File: src/rtl/spfc_pkg.sv
/*
 * Shared constants, carriers and enumerations of the self-program flash control block.
 * Assumes a 20 MHz core clock and a core that drives one-cycle strobes.
 */
package spfc_pkg;

	////////////////////////////////////////////////////////////////////////////
	// register placement and fields
	localparam logic [15:0] SPFC_CSR_DATA_ADDR = 16'h0057;
	localparam logic [15:0] SPFC_IO_SHIFT = 16'h0020;
	localparam logic [15:0] SPFC_CSR_IO_ADDR = SPFC_CSR_DATA_ADDR - SPFC_IO_SHIFT;
	localparam int SPFC_BIT_IRQEN = 7;
	localparam int SPFC_BIT_BUSY = 6;
	localparam int SPFC_BIT_EN = 0;
	localparam logic [7:0] SPFC_CSR_RESET = 8'h00;
	localparam logic [7:0] SPFC_LOCK_RESET = 8'hFF;
	localparam logic [5:0] SPFC_CMD_NONE = 6'h00;
	localparam logic [5:0] SPFC_CMD_FILL = 6'h01;
	localparam logic [5:0] SPFC_CMD_PGER = 6'h03;
	localparam logic [5:0] SPFC_CMD_PGWR = 6'h05;
	localparam logic [5:0] SPFC_CMD_LOCK = 6'h09;
	localparam logic [5:0] SPFC_CMD_REEN = 6'h11;
	localparam logic [5:0] SPFC_CMD_SIG = 6'h21;

	////////////////////////////////////////////////////////////////////////////
	// windows, addressing and timing
	localparam logic [2:0] SPFC_SPM_WINDOW = 3'h4;
	localparam logic [2:0] SPFC_LPM_WINDOW = 3'h3;
	localparam int SPFC_PAGE_WORDS = 32;
	localparam int SPFC_Z_PAGE_MSB = 12;
	localparam int SPFC_Z_PAGE_LSB = 6;
	localparam int SPFC_Z_WORD_MSB = 5;
	localparam int SPFC_Z_WORD_LSB = 1;
	localparam int SPFC_Z_ADDR_MSB = 14;
	localparam logic [13:0] SPFC_STALL_BASE = 14'h3800;
	localparam logic [15:0] SPFC_ERASED_WORD = 16'hFFFF;
	localparam int SPFC_CLK_KHZ = 20000;
	localparam int SPFC_PROG_MIN_US = 3200;
	localparam int SPFC_PROG_MAX_US = 3400;
	localparam int SPFC_PROG_MIN_CYC = (SPFC_PROG_MIN_US * SPFC_CLK_KHZ + 999) / 1000;
	localparam int SPFC_PROG_MAX_CYC = (SPFC_PROG_MAX_US * SPFC_CLK_KHZ) / 1000;
	localparam logic [16:0] SPFC_PROG_CYCLES = 17'(SPFC_PROG_MIN_CYC);

	////////////////////////////////////////////////////////////////////////////
	// carriers and enumerations
	typedef struct packed {
		logic wr;
		logic rd;
		logic io;
		logic [15:0] addr;
		logic [7:0] wdata;
	} spfc_reg_req_t;

	typedef struct packed {
		logic valid;
		logic [15:0] data;
		logic [15:0] z;
	} spfc_spm_req_t;

	typedef struct packed {
		logic valid;
		logic [15:0] z;
	} spfc_lpm_req_t;

	typedef enum logic [1:0] {ST_IDLE, ST_ARMED, ST_BUSY} spfc_state_t;
	typedef enum logic [2:0] {CMD_FILL, CMD_ERASE, CMD_WRITE, CMD_LOCK, CMD_REEN, CMD_SIG} spfc_cmd_t;

endpackage : spfc_pkg

File: src/rtl/spfc_prog_timer.sv
/*
 * Flash operation timer: holds busy for a fixed count of core clocks after start.
 * Assumes start is a one-cycle pulse and is ignored while busy.
 */
`timescale 1ns/1ps
module spfc_prog_timer
	import spfc_pkg::*;
#(
	parameter logic [16:0] CYCLES = SPFC_PROG_CYCLES
)
(
	input wire logic clock,
	input wire logic rst,
	input wire logic start,
	output logic busy,
	output logic done
);

	logic [16:0] count;
	logic [16:0] lenCount;

	always_ff @(posedge clock)
	begin
		if (rst)
		begin
			count <= 17'h00000;
			busy <= 1'b0;
			done <= 1'b0;
		end
		else
		begin
			done <= 1'b0;
			if (start && !busy)
			begin
				count <= CYCLES - 17'h00001;
				busy <= 1'b1;
			end
			else if (busy)
			begin
				if (count == 17'h00000)
				begin
					busy <= 1'b0;
					done <= 1'b1;
				end
				else
					count <= count - 17'h00001;
			end
		end
	end

	////////////////////////////////////////////////////////////////////////////
	// checks
	always_ff @(posedge clock)
	begin
		if (rst || (start && !busy))
			lenCount <= 17'h00000;
		else if (busy)
			lenCount <= lenCount + 17'h00001;
	end

	property p_prog_length;
		@(posedge clock) disable iff (rst)
		done |-> (lenCount == CYCLES);
	endproperty
	a_prog_length: assert property (p_prog_length) else $error("busy time differs from programmed count");

endmodule : spfc_prog_timer

File: src/rtl/spfc_flash_control.sv
/*
 * Self-program flash control: control/status register, timed store and load windows,
 * temporary page buffer, page erase/write sequencing, lock byte and lock modes.
 * Assumes the core presents one-cycle register, store and load strobes on this clock.
 */
`timescale 1ns/1ps
module spfc_flash_control
	import spfc_pkg::*;
#(
	parameter logic [16:0] PROG_CYCLES = SPFC_PROG_CYCLES
)
(
	input wire logic clock,
	input wire logic rst,
	input spfc_reg_req_t regReq,
	output logic [7:0] regRdata,
	input spfc_spm_req_t spmReq,
	input spfc_lpm_req_t lpmReq,
	input wire logic globalIrqEnable,
	input wire logic [7:0] fuseByte,
	input wire logic [7:0] signatureByte,
	input wire logic chipErase,
	input wire logic [4:0] bufRdIndex,
	output logic [15:0] bufRdData,
	output logic [7:0] lpmData,
	output logic lpmValid,
	output logic irqReq,
	output logic regionBlocked,
	output logic cpuHalt,
	output logic flashErase,
	output logic flashWrite,
	output logic [6:0] flashPage,
	output logic [7:0] lockByte,
	output logic progLocked,
	output logic verifyLocked,
	output logic fuseLocked,
	output logic bootLockLocked
);

	////////////////////////////////////////////////////////////////////////////
	// decode helpers
	function automatic logic csrHit(input spfc_reg_req_t r);
		if (r.io)
			csrHit = (r.addr == SPFC_CSR_IO_ADDR);
		else
			csrHit = (r.addr == SPFC_CSR_DATA_ADDR);
	endfunction : csrHit

	function automatic logic cmdLegal(input logic [5:0] c);
		cmdLegal = (c == SPFC_CMD_FILL) || (c == SPFC_CMD_PGER) || (c == SPFC_CMD_PGWR) ||
			(c == SPFC_CMD_LOCK) || (c == SPFC_CMD_REEN) || (c == SPFC_CMD_SIG);
	endfunction : cmdLegal

	function automatic spfc_cmd_t decodeCmd(input logic [5:0] c);
		if (c == SPFC_CMD_PGER)
			decodeCmd = CMD_ERASE;
		else if (c == SPFC_CMD_PGWR)
			decodeCmd = CMD_WRITE;
		else if (c == SPFC_CMD_LOCK)
			decodeCmd = CMD_LOCK;
		else if (c == SPFC_CMD_REEN)
			decodeCmd = CMD_REEN;
		else if (c == SPFC_CMD_SIG)
			decodeCmd = CMD_SIG;
		else
			decodeCmd = CMD_FILL;
	endfunction : decodeCmd

	function automatic logic [5:0] cmdField(input spfc_cmd_t c);
		case (c)
			CMD_ERASE: cmdField = SPFC_CMD_PGER;
			CMD_WRITE: cmdField = SPFC_CMD_PGWR;
			CMD_LOCK: cmdField = SPFC_CMD_LOCK;
			CMD_REEN: cmdField = SPFC_CMD_REEN;
			CMD_SIG: cmdField = SPFC_CMD_SIG;
			default: cmdField = SPFC_CMD_FILL;
		endcase
	endfunction : cmdField

	////////////////////////////////////////////////////////////////////////////
	// declarations
	spfc_state_t state;
	spfc_cmd_t cmd;
	spfc_cmd_t next_cmd;
	logic irqEnable;
	logic [2:0] armCount;
	logic [2:0] lpmCount;
	logic [7:0] csrView;
	logic csrWr;
	logic cmdAccept;
	logic spmHit;
	logic lpmHit;
	logic fillHit;
	logic opStart;
	logic regionOp;
	logic stallTarget;
	logic discard;
	logic bufLoaded;
	logic opBusy;
	logic opDone;
	logic [5:0] lockData;
	logic [13:0] wordAddr;
	logic [15:0] pageBuf [SPFC_PAGE_WORDS];

	assign csrWr = regReq.wr && csrHit(regReq);
	assign next_cmd = decodeCmd(regReq.wdata[5:0]);
	assign cmdAccept = csrWr && (state == ST_IDLE) && cmdLegal(regReq.wdata[5:0]);
	assign spmHit = spmReq.valid && (state == ST_ARMED);
	assign lpmHit = lpmReq.valid && (state == ST_ARMED) && (lpmCount != 3'h0) &&
		((cmd == CMD_SIG) || (cmd == CMD_LOCK));
	assign fillHit = spmHit && (cmd == CMD_FILL);
	assign opStart = spmHit && ((cmd == CMD_ERASE) || (cmd == CMD_WRITE) || (cmd == CMD_LOCK));
	assign regionOp = (cmd == CMD_ERASE) || (cmd == CMD_WRITE);
	assign wordAddr = spmReq.z[SPFC_Z_ADDR_MSB:SPFC_Z_WORD_LSB];
	assign stallTarget = (wordAddr >= SPFC_STALL_BASE);
	assign discard = cmdAccept && (next_cmd == CMD_REEN) && bufLoaded;

	always_comb
	begin
		csrView = {irqEnable, regionBlocked, (state == ST_IDLE) ? SPFC_CMD_NONE : cmdField(cmd)};
	end

	////////////////////////////////////////////////////////////////////////////
	// command sequencer
	always_ff @(posedge clock)
	begin
		if (rst)
		begin
			state <= ST_IDLE;
			cmd <= CMD_FILL;
			armCount <= 3'h0;
			lpmCount <= 3'h0;
		end
		else
		begin
			case (state)
				ST_IDLE:
				begin
					if (cmdAccept)
					begin
						state <= ST_ARMED;
						cmd <= next_cmd;
						armCount <= SPFC_SPM_WINDOW;
						lpmCount <= SPFC_LPM_WINDOW;
					end
				end
				ST_ARMED:
				begin
					armCount <= armCount - 3'h1;
					if (lpmCount != 3'h0)
						lpmCount <= lpmCount - 3'h1;
					if (opStart)
						state <= ST_BUSY;
					else if (spmHit && (cmd != CMD_SIG))
						state <= ST_IDLE;
					else if (lpmHit)
						state <= ST_IDLE;
					else if (armCount == 3'h1)
						state <= ST_IDLE;
				end
				ST_BUSY:
				begin
					if (opDone)
						state <= ST_IDLE;
				end
				default:
					state <= ST_IDLE;
			endcase
		end
	end

	spfc_prog_timer #(
		.CYCLES(PROG_CYCLES)
	) uTimer (
		.clock(clock),
		.rst(rst),
		.start(opStart),
		.busy(opBusy),
		.done(opDone)
	);

	////////////////////////////////////////////////////////////////////////////
	// control/status register
	always_ff @(posedge clock)
	begin
		if (rst)
			irqEnable <= SPFC_CSR_RESET[SPFC_BIT_IRQEN];
		else if (csrWr)
			irqEnable <= regReq.wdata[SPFC_BIT_IRQEN];
	end

	always_ff @(posedge clock)
	begin
		if (rst)
			regRdata <= SPFC_CSR_RESET;
		else if (regReq.rd && csrHit(regReq))
			regRdata <= csrView;
		else
			regRdata <= 8'h00;
	end

	// set wins over clear, though both cannot come from one store
	always_ff @(posedge clock)
	begin
		if (rst)
			regionBlocked <= SPFC_CSR_RESET[SPFC_BIT_BUSY];
		else if (opStart && regionOp && !stallTarget)
			regionBlocked <= 1'b1;
		else if (fillHit)
			regionBlocked <= 1'b0;
		else if (spmHit && (cmd == CMD_REEN))
			regionBlocked <= 1'b0;
	end

	always_ff @(posedge clock)
	begin
		if (rst)
			irqReq <= 1'b0;
		else
			irqReq <= irqEnable && globalIrqEnable && !csrView[SPFC_BIT_EN];
	end

	////////////////////////////////////////////////////////////////////////////
	// flash operation outputs
	always_ff @(posedge clock)
	begin
		if (rst)
		begin
			flashErase <= 1'b0;
			flashWrite <= 1'b0;
			flashPage <= 7'h00;
		end
		else
		begin
			flashErase <= opStart && (cmd == CMD_ERASE);
			flashWrite <= opStart && (cmd == CMD_WRITE);
			if (opStart && regionOp)
				flashPage <= spmReq.z[SPFC_Z_PAGE_MSB:SPFC_Z_PAGE_LSB];
		end
	end

	always_ff @(posedge clock)
	begin
		if (rst)
			cpuHalt <= 1'b0;
		else if (opStart && regionOp && stallTarget)
			cpuHalt <= 1'b1;
		else if (opDone)
			cpuHalt <= 1'b0;
	end

	////////////////////////////////////////////////////////////////////////////
	// temporary page buffer
	genvar g;
	generate
		for (g = 0; g < SPFC_PAGE_WORDS; g++)
		begin : gBuf
			always_ff @(posedge clock)
			begin
				if (rst || discard)
					pageBuf[g] <= SPFC_ERASED_WORD;
				else if (fillHit && (spmReq.z[SPFC_Z_WORD_MSB:SPFC_Z_WORD_LSB] == 5'(g)))
					pageBuf[g] <= spmReq.data;
			end
		end
	endgenerate

	always_ff @(posedge clock)
	begin
		if (rst)
			bufLoaded <= 1'b0;
		else if (fillHit)
			bufLoaded <= 1'b1;
		else if (discard || (opStart && (cmd == CMD_WRITE)))
			bufLoaded <= 1'b0;
	end

	always_ff @(posedge clock)
	begin
		if (rst)
			bufRdData <= SPFC_ERASED_WORD;
		else
			bufRdData <= pageBuf[bufRdIndex];
	end

	////////////////////////////////////////////////////////////////////////////
	// lock byte and protection modes
	always_ff @(posedge clock)
	begin
		if (rst)
			lockData <= 6'h3F;
		else if (opStart && (cmd == CMD_LOCK))
			lockData <= spmReq.data[5:0];
	end

	always_ff @(posedge clock)
	begin
		if (rst || chipErase)
			lockByte <= SPFC_LOCK_RESET;
		else if (opDone && (cmd == CMD_LOCK))
			lockByte <= lockByte & {2'b11, lockData};
	end

	always_ff @(posedge clock)
	begin
		if (rst)
		begin
			progLocked <= 1'b0;
			fuseLocked <= 1'b0;
			verifyLocked <= 1'b0;
			bootLockLocked <= 1'b0;
		end
		else
		begin
			progLocked <= !(lockByte[1] && lockByte[0]);
			fuseLocked <= !(lockByte[1] && lockByte[0]);
			verifyLocked <= !lockByte[1] && !lockByte[0];
			bootLockLocked <= !lockByte[1] && !lockByte[0];
		end
	end

	////////////////////////////////////////////////////////////////////////////
	// special loads
	always_ff @(posedge clock)
	begin
		if (rst)
		begin
			lpmData <= 8'h00;
			lpmValid <= 1'b0;
		end
		else
		begin
			lpmValid <= lpmHit;
			if (lpmHit && (cmd == CMD_SIG))
				lpmData <= signatureByte;
			else if (lpmHit)
				lpmData <= lpmReq.z[0] ? fuseByte : lockByte;
		end
	end

	////////////////////////////////////////////////////////////////////////////
	// checks
	property p_irq;
		@(posedge clock) disable iff (rst)
		(irqEnable && globalIrqEnable && !csrView[SPFC_BIT_EN]) |=> irqReq;
	endproperty
	a_irq: assert property (p_irq) else $error("ready request missing");

	property p_busy_set;
		@(posedge clock) disable iff (rst)
		(opStart && regionOp && !stallTarget) |=> regionBlocked && csrView[SPFC_BIT_BUSY];
	endproperty
	a_busy_set: assert property (p_busy_set) else $error("region busy not set");

	property p_fill_clear;
		@(posedge clock) disable iff (rst)
		fillHit |=> !regionBlocked;
	endproperty
	a_fill_clear: assert property (p_fill_clear) else $error("fill left region busy");

	property p_window;
		@(posedge clock) disable iff (rst)
		cmdAccept |=> ##[0:4] (state != ST_ARMED);
	endproperty
	a_window: assert property (p_window) else $error("store window longer than four cycles");

	property p_busy_en;
		@(posedge clock) disable iff (rst)
		opBusy |-> csrView[SPFC_BIT_EN];
	endproperty
	a_busy_en: assert property (p_busy_en) else $error("enable dropped while flash busy");

	property p_halt;
		@(posedge clock) disable iff (rst)
		(opStart && regionOp && stallTarget) |=> cpuHalt [*2];
	endproperty
	a_halt: assert property (p_halt) else $error("core not halted");

	property p_sig;
		@(posedge clock) disable iff (rst)
		(lpmHit && (cmd == CMD_SIG)) |=> lpmValid && (lpmData == $past(signatureByte));
	endproperty
	a_sig: assert property (p_sig) else $error("signature byte not returned");

	property p_lock_mono;
		@(posedge clock) disable iff (rst)
		!chipErase |=> ((lockByte & ~$past(lockByte)) == 8'h00);
	endproperty
	a_lock_mono: assert property (p_lock_mono) else $error("lock bit returned to one");

	property p_mode3;
		@(posedge clock) disable iff (rst)
		(lockByte[1:0] == 2'b00) |=> verifyLocked && bootLockLocked && progLocked;
	endproperty
	a_mode3: assert property (p_mode3) else $error("lock mode three not applied");

	property p_discard;
		@(posedge clock) disable iff (rst)
		discard |=> !bufLoaded && (csrView[5:0] == SPFC_CMD_REEN);
	endproperty
	a_discard: assert property (p_discard) else $error("buffer not discarded");

	c_fill: cover property (@(posedge clock) disable iff (rst) fillHit);
	c_erase: cover property (@(posedge clock) disable iff (rst) opStart && (cmd == CMD_ERASE) ##1 regionBlocked);
	c_lock_read: cover property (@(posedge clock) disable iff (rst) lpmHit && (cmd == CMD_LOCK));

endmodule : spfc_flash_control

File: config.mk
export PLATFORM = sky130hd
export DESIGN_NAME = spfc_flash_control
export DESIGN_NICKNAME = d
export VERILOG_FILES = /design/src/rtl/spfc_pkg.sv /design/src/rtl/spfc_prog_timer.sv /design/src/rtl/spfc_flash_control.sv
export SDC_FILE = /design/constraint.sdc
export NUM_CORES = 1
export LEC_CHECK = 0
export BUFFER_PORTS_ARGS = -buffer_cell sky130_fd_sc_hd__buf_2
export CELL_PAD_IN_SITES_DETAIL_PLACEMENT = 1
export CELL_PAD_IN_SITES_GLOBAL_PLACEMENT = 1
export CORE_MARGIN = 10
export CORE_UTILIZATION = 50
export CTS_CLUSTER_DIAMETER = 50
export DETAILED_ROUTE_END_ITERATION = 6
export PLACE_DENSITY_LB_ADDON = 0.1
export SLEW_MARGIN = 15
export SYNTH_ARGS = -nofsm -noshare
export SYNTH_HDL_FRONTEND = slang
export SYNTH_HIERARCHICAL = 1
export SYNTH_SLANG_ARGS = --single-unit
File: constraint.sdc
create_clock -name clock -period 4.6 [get_ports clock]
set_clock_uncertainty 0.05 [all_clocks]
set_input_delay 0.46 -clock clock [delete_from_list [all_inputs] [get_ports clock]]
set_output_delay 0.46 -clock clock [all_outputs]
set_load 0.02 [all_outputs]
Yosys cells after proc, flatten, opt, wreduce, memory -nomap -nowiden. Memory sizes are Yosys's and may differ from the RTL's. A register that Yosys moved wholly into a read port is not among the register bits. Cells that the tools add are included.

Multiplexer cells: 168. Equality and inequality tests: 54. Reduce and logical (&&, ||, !) cells: 97. Add/sub/neg operators: 3. Order comparisons: 1. Bitwise gates (word level): 36.

Operators with widths (count): $mux W16 (35); $mux W1 (112); $eq A5 B5 Y1 const B (16); $logic_and A1 B1 Y1 (59); $eq A5 B4 Y1 const B (8); $or A1 B1 Y1 (32); $pmux W6 S5 (1); $mux W3 (8); $mux W8 (3); $eq A5 B3 Y1 const B (4); $logic_not A17 Y1 (1); $sub A17 B1 Y17 const B (1); $eq A16 B6 Y1 const B (1); $eq A16 B7 Y1 const B (1); $ge A14 B14 Y1 const B (1); $mux W2 (6); $pmux W3 S2 (2); $logic_or A1 B1 Y1 (11); $eq A5 B2 Y1 const B (2); $reduce_bool A2 Y1 (5); $eq A3 B3 Y1 const B (3); $and A8 B8 Y8 (1); $reduce_and A2 Y1 (4); $eq A3 B1 Y1 const B (2); 25 further kinds (40).

Bits in writable memories: 512. Logic and storage cells: 384. Register bits: 77. Memories: 1.

Memories: pageBuf (depth 32, bits a word 16, read ports 1, clocked after Yosys merged registers in 1, wr ports 32, line spfc_flash_control.sv:103) `logic [15:0] pageBuf [SPFC_PAGE_WORDS];`.

Depth between registers and ports, before layout. Gate-level depths: netlist (run 1).

Depth in word-level cells: 13. Depth in mapped cells: 10.

Hierarchy. Netlist (run 1), hierarchy kept.

By module, submodules not included: spfc_flash_control (area each 25580.8 µm², times used 1, cells each 2045); spfc_prog_timer (area each 1021.0 µm², times used 1, cells each 115).

Worst setup path before layout (run 1). OpenSTA, ideal clock, no wires.

Kind: input-to-reg. Start: input regReq[24] (netlist bit). End: memory pageBuf[26][0], enable pin. Arrival: 3.248 ns. Required time: 4.139 ns. Stages: 6. Library setup time: 0.411 ns. Path slack: 0.890 ns. Buffers on the path: 2. Path through: or3b_1 -> a2111o_1 -> or4_1 -> buf_2 -> buf_6 -> o21ai_0.

RTL lines: start: declaration (line spfc_flash_control.sv:15) `input spfc_reg_req_t regReq,`; end: declaration (line spfc_flash_control.sv:103).

==> results of run 1 <==
[kinds of logic (layout without fill, tap and decap cells)]
group                      Yosys count  in the layout
DFF                                603            603
buffers and inverters              200            394
xor gates and xnor gates             7              7
and+or+nand+nor                    793            793
muxes                              287            287
other                                1              3
AOI/OAI and AO/OA                  263            263
adders and majority gates            6              6
[registers in the layout, summed over array words and instances, names as in the netlist, 3 cells and up]
register and cells:
regRdata 8, bufRdData 16, lockByte 6, cmd 3
flashPage 7, lpmCount 3, lockData 6, armCount 3
lpmData 8, pageBuf 512, uTimer/count 17
[cell type report]
class / count / area (um^2)
Fill cell: 5298 / 21900
Clock inverter: 28 / 221
Clock buffer: 98 / 2040
Sequential cell: 603 / 17200
Timing Repair Buffer: 254 / 1610
Inverter: 14 / 52.6
Tap cell: 688 / 861
Antenna cell: 1 / 2.50
Multi-Input combinational cell: 1358 / 8810
[synth_stat cells (7+ instances only)]
cell | number | area, um^2
a21oi_1 | 25 | 125
a22oi_1 | 128 | 961
a31oi_1 | 10 | 62.6
and2_1 | 7 | 43.8
and4b_1 | 8 | 80.1
buf_1 | 28 | 105
buf_2 | 22 | 110
clkbuf_1 | 127 | 477
dfxtp_1 | 91 | 1820
edfxtp_1 | 512 | 15400
inv_1 | 13 | 48.8
mux2i_1 | 281 | 2810
nand2_1 | 540 | 2030
nand2b_1 | 9 | 56.3
nand3_1 | 9 | 45.0
nand4_1 | 35 | 219
nor2_1 | 60 | 225
nor3_1 | 32 | 160
nor4b_2 | 20 | 300
nor4bb_1 | 12 | 120
o21ai_0 | 52 | 260
o21ai_1 | 12 | 60.1
o2bb2ai_1 | 8 | 70.1
or4_1 | 8 | 60.1
[per-stage QoR]
step | power [uW] | std cells | setup slack (ns) | hold WS [ns]
3_3_place_gp | 6510 | 2917 | 0.953 | 0.390
2_1_floorplan | 6310 | 2161 | 0.890 | 0.369
6_report | 11900 | 3044 | 1.39 | 0.0433
4_1_cts | 12000 | 3043 | 1.35 | 0.0139
5_1_grt | 12200 | 3043 | 1.18 | 0.0522
3_5_place_dp | 6520 | 2917 | 0.902 | 0.396
[layer usage]
metal	track usage, %	vias up
li1	-	8204
met4	14.5	4
met3	4.28	196
met5	0	-
met2	46.0	742
met1	33.2	9436
[critical path: cells and delay by family (launching register included)]
family	cells	cell delay [ns]
AOI/OAI and AO/OA	1	0.35
buffers and inverters	2	0.64
DFF	1	0.41
and+or+nand+nor	3	1.45
[power breakdown]
group | switching, uW | internal, uW | leakage [uW] | total [uW]
Clock | 2270 | 3230 | 0.00111 | 5500
Combinational | 366 | 147 | 0.00410 | 513
Sequential | 0.0763 | 5900 | 0.00420 | 5900
Total | 2640 | 9280 | 0.00941 | 11900
[how the worst min path moves through the flow]
stage / from / end
global placement: lpmData[5] / lpmData[5]
global route: globalIrqEnable / irqReq
floorplan: irqEnable / irqReq
detailed placement: lpmData[4] / lpmData[4]
finish: globalIrqEnable / irqReq
CTS: globalIrqEnable / irqReq
==> flow_summary.yaml, run 1 <==
outcome:
  status: "finished, final reports clean"
placement:
  hpwl_mm: 58.1
  gp_congestion: 0.924
  placed_area_um2: 28500
  port_buffers: 138
clock_tree:
  cts-buffers-inserted: 71
  cts_setup_buffers: 0
  cts_root_buf: "clkbuf_16"
  ctsHoldBuffers: 0
  clock-sinks: 603
  ctsHtreeMaxLevel: 3
  clockBufferDepth: 3
  clk_pin_slew_ns: 0.05
  cts_tree: "yes"
  clk_latency_ns: 0.62
  cts.repair.resized: 0
detailed_routing:
  m1WireLength_mm: 33.3
  top_layer: "met5"
  drtAntennaViolNets: 0
  wl_met2_mm: 43.1
  drt-wirelength-per-cell_um: 28.6
  dr_wl_met3_mm: 6.00
  vias: 18582
  remaining_drc_errors: 0
  wl_mm: 87.0
  drt-initial-drc-count: 1776
  routed_via_density: 6.10
  firstDrtPassIters: 6
timing:
  fmax_mhz: 311
  period_share_pct: 69.8
  worst_slew_pin_slew_ns: 1.15
  finalHoldViolCount: 0
  finalSetupViolations: 0
  period_needed_ns: 3.21
  drv_slew: 0
  max_slew_margin_pct: 23.0
  tns_ns: 0
  rsz0062_at_grt: "no"
final_layout:
  nets: 2409
  layout-drive-gt1-share_pct: 18.9
  design_area_um2: 30800
  postLayoutCoreUtil_pct: 58.5
  area_delta_synth_final_pct: 15.8
  final_common_cell: "nand2_1"
  final_cell_mix: "nand2_1 (540), edfxtp_1 (512), mux2i_1 (281)"
min_path:
  worstHoldPathType: "primary input to flip-flop"
  holdPathStages: 3
worst_setup_path:
  end_kind: "flip-flop"
  cp.arrival_ns: 3.47
  cp_slowest_stage_delay_ns: 0.79
  reg2reg_to: "pageBuf[11][11]"
  slowest_stage: "nand4bb_1"
  cp.required_ns: 4.86
  endpoint: "pageBuf[11][11]"
  r2r_cells: 6
  path_class: "flip-flop to flip-flop"
  setup.worst_path.start: "cmd[2]"
  crit_fanout: 17
  cp-start-kind: "flip-flop"
  crit_chain: "nand4bb_1, nor4b_2, buf_4, nor2_1, o21ai_1, buf_4"
  r2r_slack_ns: 1.39
  rr_startpoint: "cmd[2]"
  cpMostUsedCell: "buf_4"
global_routing:
  grt_max_degree: 63
  grt_util_all_layers_pct: 27.3
  antenna_found_initial: 5
  grt_pass1_wl_mm: 128
  grt_pass1_vias: 19792
  grt.overflow.total: 0
synth:
  synth-seq-area-share_pct: 64.6
  synth_fa_ha_area_share_pct: 0.273
  synth_compound_area_share_pct: 6.70
  synth-simple-area-share_pct: 14.2
  postSynthCellCount: 2160
  netlist_area_um2: 26600
  synth_edf_count: 512
  synth_xor_area_share_pct: 0.230
  yosysWarningCount: 6
  ys.flop_type: "edfxtp_1"
  ys_ff_latch: 603
  synth-async-reset-ratio_pct: 0
  syn_area_per_cell_um2: 12.3
  yosys-mux-area-fraction_pct: 10.8
  synth_top_family_by_area: "simple AND/OR/NAND/NOR gates"
  ys_types: 72
floorplan:
  die_h_um: 251
  design.core.area_um2: 52700
  rows: 84
  die_w_um: 251
  dieArea_um2: 62800
  ioPinCount: 159
  start_util_pct: 50.5
job:
  cap_violations: 0
pwr:
  p_per_area_nw_per_um2: 387
  p_leak_uw: 0.00941
  ir_drop_uv: 271
No activity file was read; power rests on OpenSTA's default activity.
==> run 2: changes to the inputs <==
--- a/config.mk
+++ b/config.mk
@@ -5,11 +5,12 @@
 export SDC_FILE = /design/constraint.sdc
 export NUM_CORES = 1
 export LEC_CHECK = 0
+export ABC_AREA = 1
 export BUFFER_PORTS_ARGS = -buffer_cell sky130_fd_sc_hd__buf_2
 export CELL_PAD_IN_SITES_DETAIL_PLACEMENT = 1
 export CELL_PAD_IN_SITES_GLOBAL_PLACEMENT = 1
 export CORE_MARGIN = 10
-export CORE_UTILIZATION = 50
+export CORE_UTILIZATION = 49
 export CTS_CLUSTER_DIAMETER = 50
 export DETAILED_ROUTE_END_ITERATION = 6
 export PLACE_DENSITY_LB_ADDON = 0.1
==> constraint.sdc (replaced) <==
create_clock -name clock -period 3.1 [get_ports clock]
set_clock_uncertainty 0.05 [all_clocks]
set_input_delay 0.31 -clock clock [delete_from_list [all_inputs] [get_ports clock]]
set_output_delay 0.31 -clock clock [all_outputs]
set_load 0.02 [all_outputs]
==> run 2 against run 1 <==
  * Synthesized cell count rose by 31%
  * Die area up 9.2%
  * Sequential power is 49% higher
  * Fmax grew 22%
  * Area after synthesis grew 7.8%
  * Register-to-register slack lost 0.92 ns
  * Worst setup slack worse by 0.92 ns
  * Flip-flop and latch count is the same
  * Count of clock-buffer cells in the layout increased by 7
  * Critical endpoint is now pageBuf[10][2]
  * Non-clock buffer count rose by 26
  * Largest cell class unchanged
  * Combinational power rose to 2.7 times the previous value
  * Worst hold slack worse by 0.0077 ns
==> flow_summary.yaml, run 2 <==
outcome:
  status: "finished, final reports clean"
detailed_routing:
  vias: 22599
  wl_mm: 93.0
  firstDrtPassIters: 6
  remaining_drc_errors: 0
  drtAntennaViolNets: 0
  drt-initial-drc-count: 2091
  routed_via_density: 6.07
  drt-wirelength-per-cell_um: 25.0
worst_setup_path:
  r2r_cells: 9
  cp_slowest_stage_delay_ns: 0.42
  path_class: "flip-flop to flip-flop"
  critPathBufInv: 4
  slowest_stage: "or2_4"
  cpLargestDelayFamily: "simple AND/OR/NAND/NOR gates"
  cp-start-kind: "flip-flop"
  cp.required_ns: 3.32
  crit_chain: "inv_2, nor2_4, nand2_4, nor3_2, inv_2, or2_4, buf_12, o21ai_1, buf_4"
  cpMostUsedCell: "inv_2"
  crit_fanout: 21
  end_kind: "flip-flop"
  cp.arrival_ns: 2.85
  cp.depth: 9
synth:
  ys_types: 42
  syn_area_per_cell_um2: 10.2
  synth_common_cells: "nand3_1 (560), edfxtp_1 (512), nor2_1 (461)"
  postSynthCellCount: 2819
  synth-async-reset-ratio_pct: 0
  yosysWarningCount: 6
  synthDominantCellAreaShare_pct: 53.6
  yosysMostFrequentCell: "nand3_1"
  synth_area_leaders: "edfxtp_1 (54%), nand3_1 (9.8%), dfxtp_1 (6.4%), nor2_1 (6.0%), o21ai_0 (5.5%)"
  synth_edf_count: 512
  synth_area_leader_cell: "edfxtp_1"
  ys_ff_latch: 603
  ys.flop_type: "edfxtp_1"
  synth-seq-area-share_pct: 60.0
  netlist_area_um2: 28700
min_path:
  worstHoldPathType: "primary input to flip-flop"
  holdPathStages: 4
clock_tree:
  clk_latency_ns: 0.60
  ctsHoldBuffers: 19
  clockBufferDepth: 3
  cts-buffers-inserted: 72
  cts_tree: "yes"
  cts_root_buf: "clkbuf_16"
  cts_setup_buffers: 0
  clock-sinks: 603
  cts.repair.resized: 0
  clk_pin_slew_ns: 0.06
  ctsHtreeMaxLevel: 3
global_routing:
  grt_max_degree: 94
  antenna_found_initial: 1
  grt_pass1_vias: 23868
  grt_pass1_wl_mm: 143
  grt.overflow.total: 0
  grt_util_all_layers_pct: 27.1
timing:
  drv_slew: 0
  max_slew_margin_pct: 25.1
  period_share_pct: 85.0
  worst_slew_pin_slew_ns: 1.12
  rsz0062_at_grt: "no"
  period_needed_ns: 2.63
  setup_ws_ns: 0.466
  tns_ns: 0
  finalHoldViolCount: 0
  fmax_mhz: 380
  finalSetupViolations: 0
pwr:
  p_leak_uw: 0.00979
  totalPowerFinal_uw: 18600
  ir_drop_uv: 408
  p_per_area_nw_per_um2: 571
final_layout:
  largest_reg_flops: 512
  nets: 3008
  area_delta_synth_final_pct: 13.6
  postLayoutCoreUtil_pct: 56.4
  top_register: "pageBuf"
  reg_top3: "pageBuf x512, uTimer/count x17, bufRdData x16"
  final_common_cell: "nand3_1"
  final_cell_mix: "nand3_1 (560), edfxtp_1 (512), nor2_1 (461)"
  num_antenna_cells: 0
  layout-drive-gt1-share_pct: 17.2
floorplan:
  start_util_pct: 49.6
  ioPinCount: 159
  die_h_um: 262
  design.core.area_um2: 57800
  die_w_um: 262
  rows: 88
  dieArea_um2: 68600
placement:
  post-place-ws_ns: 0.233
  gp_congestion: 0.855
  port_buffers: 138
  hpwl_mm: 56.3
job:
  cap_violations: 0
## run 2: cell count changes in the layout (fill, tap and decap cells not counted), sizes merged, moves of 128 or more
cell / change
nor2: +429
nand3: +652
mux2i: -281
nand2: -381
o21ai: +262
a22oi: -128
## run 2: through the flow
stage / instances / area [um^2] / hold WS (ns)
5_1_grt: 3726 / 32600 / 0.0930
3_5_place_dp: 3573 / 30000 / 0.397
6_report: 3726 / 32600 / 0.0355
3_3_place_gp: 3573 / 30000 / 0.392
2_1_floorplan: 2820 / 28700 / 0.372
4_1_cts: 3726 / 32600 / 0.0115
## run 2: per-layer routing
metal	global-route usage (%)	vias to the layer above	part of all wire (%)
met1	34.7	11396	41
met2	46.0	833	49
met5	0	-	0
met3	4.03	162	6.8
met4	10.6	0	3.3
li1	-	10208	-
## run 2: area by class of cell
| type | instances | area, um^2 |
|---|---|---|
| fill | 6255 | 25200 |
| tap | 765 | 957 |
| multi-input combinational | 1836 | 9630 |
| inverter | 108 | 418 |
| sequential | 603 | 17200 |
| clock inverter | 29 | 256 |
| timing repair buffer | 280 | 2020 |
| clock buffer | 105 | 2100 |
## run 2: kinds of logic after synthesis
family | count (synthesis) | synth area share, %
flops | 603 | 60.0
fa+ha+maj | 5 | 0.218
other cells | 1 | 0.0131
compound gates | 483 | 9.71
simple gates | 1340 | 23.4
buf+inv | 381 | 6.48
xor+xnor | 6 | 0.183
## run 2: worst paths after layout
kind	end	startpoint	slack, ns
max reg2reg	pageBuf[10][2]	state[0]	0.47
min	regionBlocked	spmReq[14]	0.04
min reg2reg	regRdata[6]	regionBlocked	0.40
max	pageBuf[10][2]	state[0]	0.47
## run 2: power by group
| part | internal, uW | switching [uW] | leakage [uW] | total, uW |
|---|---|---|---|---|
| logic | 329 | 1050 | 0.00440 | 1380 |
| clock network | 5000 | 3420 | 0.00114 | 8420 |
| registers | 8780 | 6.18 | 0.00425 | 8790 |
| total | 14100 | 4490 | 0.00979 | 18600 |
## run 2: tightest hold or removal path: stages
cell and delay [ns]:
buf_2 0.07, nand3_1 0.10, nand2_1 0.10, a21oi_1 0.05
